### src/hw/ppr_map.svh
// constants for the peripheral pin remap block
`ifndef PPR_MAP_SVH
`define PPR_MAP_SVH

`define PPR_NUM_PINS   16
`define PPR_NUM_IN     8
`define PPR_NUM_OUT    8
`define PPR_NUM_FIXED  2
`define PPR_SEL_W      4
`define PPR_IDX_W      4
`define PPR_SEL_NONE   4'h0
`define PPR_SEL_RST    4'h0
`define PPR_KEY_W      8
`define PPR_KEY_FIRST  8'hA5
`define PPR_KEY_SECOND 8'h5A

`endif

### src/hw/ppr_pkg.sv
// types for the peripheral pin remap block
package ppr_pkg;

    typedef logic [3:0] ppr_sel_t;

    // routing protection state
    typedef enum logic [1:0]
    {
        PPR_OPEN   = 2'b00,
        PPR_KEY1   = 2'b01,
        PPR_LOCKED = 2'b10
    } ppr_lock_t;

endpackage : ppr_pkg

### src/hw/ppr_remap.sv
// peripheral pin remap: routing tables, protection and pin priority
`include "ppr_map.svh"

module ppr_remap
    import ppr_pkg::*;
(
    input  wire logic                             core_clk,
    input  wire logic                             rst_b,
    input  wire logic                             cfg_wr,
    input  wire logic                             cfg_dir,
    input  wire logic [`PPR_IDX_W-1:0]            cfg_idx,
    input  wire logic [`PPR_SEL_W-1:0]            cfg_val,
    input  wire logic                             key_wr,
    input  wire logic [`PPR_KEY_W-1:0]            key_val,
    input  wire logic                             lock_set,
    output logic                                  cfg_locked,
    output logic                                  cfg_err,
    input  wire logic [`PPR_NUM_PINS-1:0]         pin_in,
    input  wire logic [`PPR_NUM_PINS-1:0]         pin_analog,
    input  wire logic [`PPR_NUM_PINS-1:0]         gpio_out,
    input  wire logic [`PPR_NUM_PINS-1:0]         gpio_oe,
    output logic      [`PPR_NUM_PINS-1:0]         pin_out,
    output logic      [`PPR_NUM_PINS-1:0]         pin_oe,
    input  wire logic [`PPR_NUM_OUT-1:0]          per_out,
    output logic      [`PPR_NUM_IN-1:0]           per_in,
    input  wire logic [`PPR_NUM_FIXED-1:0]        fixed_in,
    input  wire logic [`PPR_NUM_FIXED-1:0]        fixed_analog,
    input  wire logic [`PPR_NUM_FIXED-1:0]        fixed_per_out,
    input  wire logic [`PPR_NUM_FIXED-1:0]        fixed_per_oe,
    output logic      [`PPR_NUM_FIXED-1:0]        fixed_out,
    output logic      [`PPR_NUM_FIXED-1:0]        fixed_oe,
    output logic      [`PPR_NUM_FIXED-1:0]        fixed_per_in
);

    ppr_lock_t                             lock_st;
    ppr_lock_t                             next_lock_st;
    ppr_sel_t  [`PPR_NUM_IN-1:0]           in_sel;
    ppr_sel_t  [`PPR_NUM_IN-1:0]           next_in_sel;
    logic      [`PPR_NUM_IN-1:0]           in_en;
    logic      [`PPR_NUM_IN-1:0]           next_in_en;
    ppr_sel_t  [`PPR_NUM_PINS-1:0]         out_sel;
    ppr_sel_t  [`PPR_NUM_PINS-1:0]         next_out_sel;
    logic                                  next_cfg_err;
    logic      [`PPR_NUM_PINS-1:0]         pin_meta;
    logic      [`PPR_NUM_PINS-1:0]         pin_sync;
    logic      [`PPR_NUM_FIXED-1:0]        fix_meta;
    logic      [`PPR_NUM_FIXED-1:0]        fix_sync;
    logic      [`PPR_NUM_PINS-1:0]         next_pin_out;
    logic      [`PPR_NUM_PINS-1:0]         next_pin_oe;
    logic      [`PPR_NUM_IN-1:0]           next_per_in;
    logic      [`PPR_NUM_FIXED-1:0]        next_fixed_out;
    logic      [`PPR_NUM_FIXED-1:0]        next_fixed_oe;
    logic      [`PPR_NUM_FIXED-1:0]        next_fixed_per_in;

    // protection: unlock needs two keys on back-to-back key strobes
    always_comb
    begin
        next_lock_st = lock_st;
        if (lock_set)
        begin
            next_lock_st = PPR_LOCKED;
        end
        else if (key_wr)
        begin
            case (lock_st)
                PPR_LOCKED:
                    if (key_val == `PPR_KEY_FIRST)
                        next_lock_st = PPR_KEY1;
                PPR_KEY1:
                    if (key_val == `PPR_KEY_SECOND)
                        next_lock_st = PPR_OPEN;
                    else
                        next_lock_st = PPR_LOCKED;
                default:
                    next_lock_st = lock_st;
            endcase
        end
        else if (lock_st == PPR_KEY1)
        begin
            // a gap between the keys aborts the unlock
            next_lock_st = PPR_LOCKED;
        end
    end

    // routing tables: inputs and outputs are written independently
    always_comb
    begin
        next_in_sel  = in_sel;
        next_in_en   = in_en;
        next_out_sel = out_sel;
        next_cfg_err = 1'b0;
        if (cfg_wr && lock_st != PPR_OPEN)
        begin
            next_cfg_err = 1'b1;
        end
        else if (cfg_wr && !cfg_dir)
        begin
            if (cfg_idx < `PPR_NUM_IN)
            begin
                next_in_sel[cfg_idx[2:0]] = cfg_val;
                next_in_en[cfg_idx[2:0]]  = 1'b1;
            end
            else
            begin
                next_cfg_err = 1'b1;
            end
        end
        else if (cfg_wr)
        begin
            next_out_sel[cfg_idx] = cfg_val;
        end
    end

    // per remappable pin: analog, then remapped output, then gpio
    genvar gp;
    generate
        for (gp = 0; gp < `PPR_NUM_PINS; gp++)
        begin : g_pin
            logic use_remap;
            assign use_remap = out_sel[gp] != `PPR_SEL_NONE &&
                               out_sel[gp] <= `PPR_NUM_OUT;
            always_comb
            begin
                if (pin_analog[gp])
                begin
                    next_pin_out[gp] = 1'b0;
                    next_pin_oe[gp]  = 1'b0;
                end
                else if (use_remap)
                begin
                    next_pin_out[gp] = per_out[out_sel[gp][2:0] - 3'h1];
                    next_pin_oe[gp]  = 1'b1;
                end
                else
                begin
                    next_pin_out[gp] = gpio_out[gp];
                    next_pin_oe[gp]  = gpio_oe[gp];
                end
            end
        end
    endgenerate

    // per peripheral input: unassigned or analog pins read low
    genvar gi;
    generate
        for (gi = 0; gi < `PPR_NUM_IN; gi++)
        begin : g_in
            always_comb
            begin
                next_per_in[gi] = in_en[gi] &&
                                  !pin_analog[in_sel[gi]] &&
                                  pin_sync[in_sel[gi]];
            end
        end
    endgenerate

    // dedicated pins never join the remap, analog still wins
    genvar gf;
    generate
        for (gf = 0; gf < `PPR_NUM_FIXED; gf++)
        begin : g_fix
            always_comb
            begin
                next_fixed_out[gf]    = !fixed_analog[gf] &&
                                        fixed_per_out[gf];
                next_fixed_oe[gf]     = !fixed_analog[gf] &&
                                        fixed_per_oe[gf];
                next_fixed_per_in[gf] = !fixed_analog[gf] && fix_sync[gf];
            end
        end
    endgenerate

    // registers; outputs leave straight from flops
    always_ff @(posedge core_clk or negedge rst_b)
    begin
        if (!rst_b)
        begin
            lock_st      <= PPR_OPEN;
            in_sel       <= '0;
            in_en        <= '0;
            out_sel      <= '0;
            cfg_err      <= 1'b0;
            cfg_locked   <= 1'b0;
            pin_meta     <= '0;
            pin_sync     <= '0;
            fix_meta     <= '0;
            fix_sync     <= '0;
            pin_out      <= '0;
            pin_oe       <= '0;
            per_in       <= '0;
            fixed_out    <= '0;
            fixed_oe     <= '0;
            fixed_per_in <= '0;
        end
        else
        begin
            lock_st      <= next_lock_st;
            in_sel       <= next_in_sel;
            in_en        <= next_in_en;
            out_sel      <= next_out_sel;
            cfg_err      <= next_cfg_err;
            cfg_locked   <= next_lock_st != PPR_OPEN;
            pin_meta     <= pin_in;
            pin_sync     <= pin_meta;
            fix_meta     <= fixed_in;
            fix_sync     <= fix_meta;
            pin_out      <= next_pin_out;
            pin_oe       <= next_pin_oe;
            per_in       <= next_per_in;
            fixed_out    <= next_fixed_out;
            fixed_oe     <= next_fixed_oe;
            fixed_per_in <= next_fixed_per_in;
        end
    end
endmodule : ppr_remap

### config.mk
export PLATFORM = sky130hd
export DESIGN_NAME = ppr_remap
export DESIGN_NICKNAME = d
export VERILOG_FILES = /design/src/hw/ppr_pkg.sv /design/src/hw/ppr_remap.sv
export VERILOG_INCLUDE_DIRS = /design/src /design/src/hw
export SDC_FILE = /design/constraint.sdc
export NUM_CORES = 1
export LEC_CHECK = 0
export BUFFER_PORTS_ARGS = -buffer_cell sky130_fd_sc_hd__buf_2
export CAP_MARGIN = 40
export CELL_PAD_IN_SITES_DETAIL_PLACEMENT = 2
export CELL_PAD_IN_SITES_GLOBAL_PLACEMENT = 2
export CORE_ASPECT_RATIO = 0.8
export CORE_MARGIN = 1
export CORE_UTILIZATION = 30
export DETAILED_ROUTE_END_ITERATION = 12
export GPL_TIMING_DRIVEN = 0
export PLACE_DENSITY = 0.75
export SYNTH_ARGS = -nofsm -noshare
export SYNTH_HDL_FRONTEND = slang
export SYNTH_SLANG_ARGS = --single-unit
export TNS_END_PERCENT = 10
### constraint.sdc
create_clock -name core_clk -period 3.25 [get_ports core_clk]
set_clock_uncertainty 0.15 [all_clocks]
set_input_delay 0.325 -clock core_clk [delete_from_list [all_inputs] [get_ports core_clk]]
set_output_delay 0.325 -clock core_clk [all_outputs]
set_load 0.03 [all_outputs]
Yosys cells after proc, flatten, opt, wreduce, memory -nomap -nowiden
Cells that the tools add are included.
Storage, ports and cells
  register bits after elaboration: 190
  bits of input ports: 102
  output and inout port bits: 48
  word-level logic and storage cells: 324
Operators by class
  add/subtract/negate cells: 16
  magnitude comparators: 45
  equal/unequal tests: 4
  multiplexer cells: 145
  bitwise gates (word level): 3
  reductions and logical operators: 73
Operators with widths (count)
  two-way mux 1 bit: 100
  less-than comparator 3 x 4 -> 1 bit, second input constant: 17
  binary-select mux 1 bit (select 4 bit): 16
  bitwise mux 64 bit: 1
  <= comparator 4 bit, second input constant: 16
  nonzero test 4 bit: 16
  binary-select mux 1 bit (select 3 bit): 16
  subtractor 3 x 1 -> 3 bit, second input constant: 16
  less-than comparator 4 x 5 -> 1 bit, second input constant: 9
  logical AND 1 bit: 42
  bitwise mux 32 bit: 1
  demux 4 bit (select 4 bit): 1
  demux 4 bit (select 3 bit): 1
  logical NOT 1 bit: 11
  two-way mux 2 bit: 5
  equality test 8 x 7 -> 1 bit, second input constant: 1
  equality test 8 bit, second input constant: 1
  two-way mux 4 bit: 2
  OR 8 bit: 1
  AND reduction 3 bit: 2
  >= comparator 4 x 1 -> 1 bit, second input constant: 1
  less-than comparator 4 bit, second input constant: 1
  case mux 2 bit (2 select lines): 1
  nonzero test 2 bit: 2
  other kinds (5): 6

Depth between registers and ports, before layout
  depth in word-level cells: 6
  mapped depth: 6
  mapped depth without buffers: 6

Worst setup path before layout
No wires, ideal clock.
  path kind: register to register
  start point: register lock_st[0]
  end point: register in_sel[12] in the netlist's numbering
  library setup time: 125 ps
  arrival time: 1633 ps
  required time: 2975 ps
  slack: 1343 ps
  cell stages (with the launch flop): 7
  path buffers: 0
  clock period less this slack: 1907 ps
  cell sequence: dfrtp_1 -> inv_1 -> ha_1 -> nand2_1 -> or3_4 -> nor2_4 -> mux2_2
On the way
  cells in the longest elaborated chain, start to end: 4
Ends and longest elaborated chain
  from (decl): RTL line ppr_remap.sv:35  | ppr_lock_t lock_st;
  from (signal assigned): RTL line ppr_remap.sv:197  | lock_st <= next_lock_st;
  nonzero test 2 bit: RTL line ppr_remap.sv:92  | if (cfg_wr && lock_st != PPR_OPEN)
  logical AND 1 bit: RTL line ppr_remap.sv:92
  NOT 1 bit (no source line)
  AND reduction 3 bit (no source line)
  to (signal assigned): RTL line ppr_remap.sv:198  | in_sel <= next_in_sel;
  to (decl): RTL line ppr_remap.sv:37  | ppr_sel_t [`PPR_NUM_IN-1:0] in_sel;
No other way between the ends.
A chain may end at the register's enable or synchronous reset.

Worst setup path in the final report
  start point: register lock_st[0]
  end point: register in_sel[9] in the netlist's numbering
The elaborated chain is that of the path after synthesis.

==> metrics list <==
- The flow ran to the end, and the final reports show no timing, DRC or antenna violations.
- Remaining number of nets flagged by the antenna check after routing: 0
- Global routing used 19.7% of the available tracks across all layers.
- CTS built an H-tree with a depth of 4.
* Final-report setup violation count: 0
- Horizontal extent of the die: 204 um
- Row count: a little under 60
- Sink Count: 190
- Number of cells produced by synthesis: 764
- Effective utilization at floorplan: a little under a third
- Peak supply drop: around 0.33 mV
- GP Congestion: 0.749
- Data required time at the worst endpoint: 3430 ps
- TritonCTS built the clock tree.
- Remaining Overflow, GRT: 0
- Largest fanout of any net on the critical path: 5
- Setup repair after global routing left no endpoint under its margin.
- Max-cap violations: 0
- Sequential fraction of the synthesis area: 48.4%
- Port bufs: about 150
* Post-route setup slack: a little over 800 ps
- Worst Setup Path Type: register to register
- Number of max-slew violations in the final report: 0
- Clock-pin slew was measured on the worst setup and hold paths at 80 ps.
- Type of origin of the critical path: register
- DR pass1 iterations: 5
- Estimated wirelength of the detail-placed design: 21500 um
* Fin crit period: approximately 2400 ps
- Before CTS, the worst setup slack after placement is 917 ps.
- The startpoint identified for the worst hold timing path is pin_analog[2].
* Leakage component of the power: 5.50 nW
- XOR/XNOR share of the synthesized area: 2.85%
- Measured against the total synthesized area, the mux share comes to 22.7%.
- Most instantiated cells after synthesis: sky130_fd_sc_hd__dfrtp_1, sky130_fd_sc_hd__mux2_2, sky130_fd_sc_hd__nor2_1, sky130_fd_sc_hd__mux4_2, sky130_fd_sc_hd__inv_1
- The synthesized design contains 190 register bits.
- Wire length per cell: 21.9 um
- Yosys top cell area share: roughly 48%
- Share of the cycle needed by the critical path after routing: 74.9%
- Drc violations: 0
- Fraction of layout cells with a size suffix above 1: 33.8%
* Synth Flop Type: sky130_fd_sc_hd__dfrtp_1
- Distinct cell type count after synthesis: 41
- For this run, the top clock speed supported by timing is 411 MHz.
- Arrival time at the worst endpoint: about 2600 ps
- The tightest hold path in the finished design has a slack of 26.5 ps.
- Post-synthesis adder-cell area fraction: roughly 4.7%
- The floorplan step set the die height to 164 um.
- Simple logic cell fraction of the synthesized area: about an eighth
- After synthesis, the cell types taking the most area are sky130_fd_sc_hd__dfrtp_1, sky130_fd_sc_hd__mux4_2, sky130_fd_sc_hd__mux2_2.
* Final design area excluding fillers: 0.0124 mm^2
- Largest net degree at the start of global routing: roughly 110
* # fillers: 3329
- Number of flops mapped to enable cells by yosys: 0
* Worst min-delay path class: primary input to register
- Depth of the most critical reg-to-reg path: 6
- The number of antenna violations at the first check in global routing was 1.
* Buffers inserted by post-CTS timing repair: 0
- The tree is rooted in a sky130_fd_sc_hd__clkbuf_16.
* Synthesized area: 0.00982 mm^2
- Main combinational cell family by area after synthesis: multiplexers
- Number of placed I/O pins: 150
- Via Count: 7252
- Buffers inserted to repair hold after CTS numbered 67.
- Total detailed-routing wirelength: 31500 um
* Via count of the first global-routing pass: between 8000 and 9000
- Number of gates given a new drive strength after cts: 0
- Clock latency of the later-clocked register in the worst-skew pair: 450 ps
- Of all flip-flops after synthesis, the portion carrying an async set or reset was 100%.
- Design Power: about 5.1 mW
* Placed standard-cell area: 0.0112 mm^2
- Layout Area Growth over Synthesis: 26.2%
- Die Area: 0.0335 mm^2
- The worst hold path passes through 2 cells.
- At the pin with the least slew margin, the transition time is 880 ps.
* R2R Setup Slk: 820 ps
* Net count of the finished layout: 1141
* Destination of the worst register-to-register timing path: in_sel[9]$_DFFE_PN0P_
- Clock tree synthesis inserted a total of 17 buffers.
- In the final timing run, aggregate negative setup slack is 0 ps.
- Average size of a mapped cell: 12.9 um^2
- In this run the critical register-to-register path is launched from lock_st[0]$_DFF_PN0_.
* Most frequent cell after synthesis: sky130_fd_sc_hd__dfrtp_1
- Std-Cell Core Area: 0.0318 mm^2
- Of all cell types, the one taking the most synthesized area is sky130_fd_sc_hd__dfrtp_1.
- Summing the areas of all compound-gate instances in the mapped netlist gives about 6.9% of the synthesized area.
* First-iteration detailed-routing DRC count: 386
* End of the worst hold path: pin_oe[2]$_DFF_PN0_
- When the netlist entered floorplanning its net count stood at between 900 and 1000.
* Cell Pwr Density: a little over 400 mW/mm^2
- Worst slew margin: ~41%
- STA classifies the critical path endpoint as a register.
- The final hold violation count is 0.
* Vias per inst: 5.05
- The clock passes through at most 2 buffers.
- During synthesis, Yosys emitted a total of 0 warnings.
- Wire length of the first global-routing pass: 48500 um
power by group:
group	internal [mW]	switching [mW]
combinational	0.224	0.329
sequential	2.42	0.0218
clock	1.10	0.984
total	3.74	1.33
metrics by stage:
stage	instances	util (%)
5_1_grt	1436	39.0
6_report	1436	39.0
3_5_place_dp	1336	35.1
3_3_place_gp	1333	34.9
2_1_floorplan	764	-
4_1_cts	1435	39.0
kinds of logic after synthesis:
group,after synthesis
AOI/OAI and AO/OA,87
xor gates and xnor gates,32
adders and majority gates,37
buffers and inverters,69
DFF,190
muxes,152
and+or+nand+nor,197
registers in the layout, summed over array words and instances, names as in the netlist:
register,flops
lock_st,2
pin_meta,16
out_sel,64
cfg_err,1
in_sel,32
fix_meta,2
cfg_locked,1
fixed_out,2
per_in,8
pin_out,16
fix_sync,2
in_en,8
fixed_oe,2
fixed_per_in,2
pin_sync,16
pin_oe,16
critical path, stage by stage (launching register included):
cell and delay [ps]:
sky130_fd_sc_hd__dfrtp_1 430, sky130_fd_sc_hd__inv_1 130, sky130_fd_sc_hd__ha_1 260, sky130_fd_sc_hd__nand2_1 110, sky130_fd_sc_hd__nor3_1 480, sky130_fd_sc_hd__nand2_1 380, sky130_fd_sc_hd__mux2_2 370
cell usage in the layout, fill, tap and decap left out, drive strengths merged, types with 2 or more instances in the layout:
master / Yosys / layout
dfrtp: 190 / 190
buf: 11 / 163
mux2: 88 / 88
dlygate4sd3: 0 / 67
nor2: 62 / 62
mux4: 48 / 48
inv: 39 / 41
clkbuf: 19 / 39
ha: 37 / 37
nor2b: 36 / 36
nand3b: 35 / 35
xnor2: 32 / 32
o2111ai: 24 / 24
nand2: 22 / 22
o211ai: 18 / 18
mux2i: 16 / 16
a211oi: 16 / 16
nand2b: 11 / 11
o21ai: 9 / 9
or3b: 8 / 8
a31oi: 8 / 8
a21boi: 8 / 8
clkinv: 0 / 7
or2: 5 / 5
nor3b: 4 / 4
and2b: 3 / 3
nand4bb: 2 / 2
nor3: 2 / 2
nand3: 2 / 2
clkinvlp: 0 / 2
area by class of cell:
cell class              count  area [um^2]  area share, %
multi-input cells         505         4790           38.7
flip-flops and latches    190         4750           38.4
repair buffers            219         1480           11.9
well taps                 420          526           4.24
clock buffers              20          457           3.69
inverters                  39          146           1.18
plain buffers              30          124          0.999
clock inverters            12          113          0.909
diodes                      1         2.50         0.0202
worst max-delay path by stage:
stage | cells past startpoint | slack, ps | to | startpoint
floorplan | 6 | 1340 | in_sel[12]$_DFFE_PN0P_ | lock_st[0]$_DFF_PN0_
global placement | 1 | -1740 | fixed_oe[1]$_DFF_PN0_ | rst_b
detailed placement | 6 | 920 | in_sel[9]$_DFFE_PN0P_ | lock_st[0]$_DFF_PN0_
CTS | 6 | 820 | in_sel[9]$_DFFE_PN0P_ | lock_st[0]$_DFF_PN0_
global route | 6 | 620 | in_sel[11]$_DFFE_PN0P_ | lock_st[0]$_DFF_PN0_
finish | 6 | 820 | in_sel[9]$_DFFE_PN0P_ | lock_st[0]$_DFF_PN0_
routing by layer:
| metal | GRT usage [%] | up-vias | wire [um] |
|---|---|---|---|
| met4 | 4.07 | 0 | 470 |
| met1 | 25.4 | 3807 | 14000 |
| li1 | - | 3248 | - |
| met2 | 33.7 | 164 | 15700 |
| met5 | 0 | - | 0 |
| met3 | 4.44 | 33 | 1260 |
No activity file was read; power rests on OpenSTA's default activity.
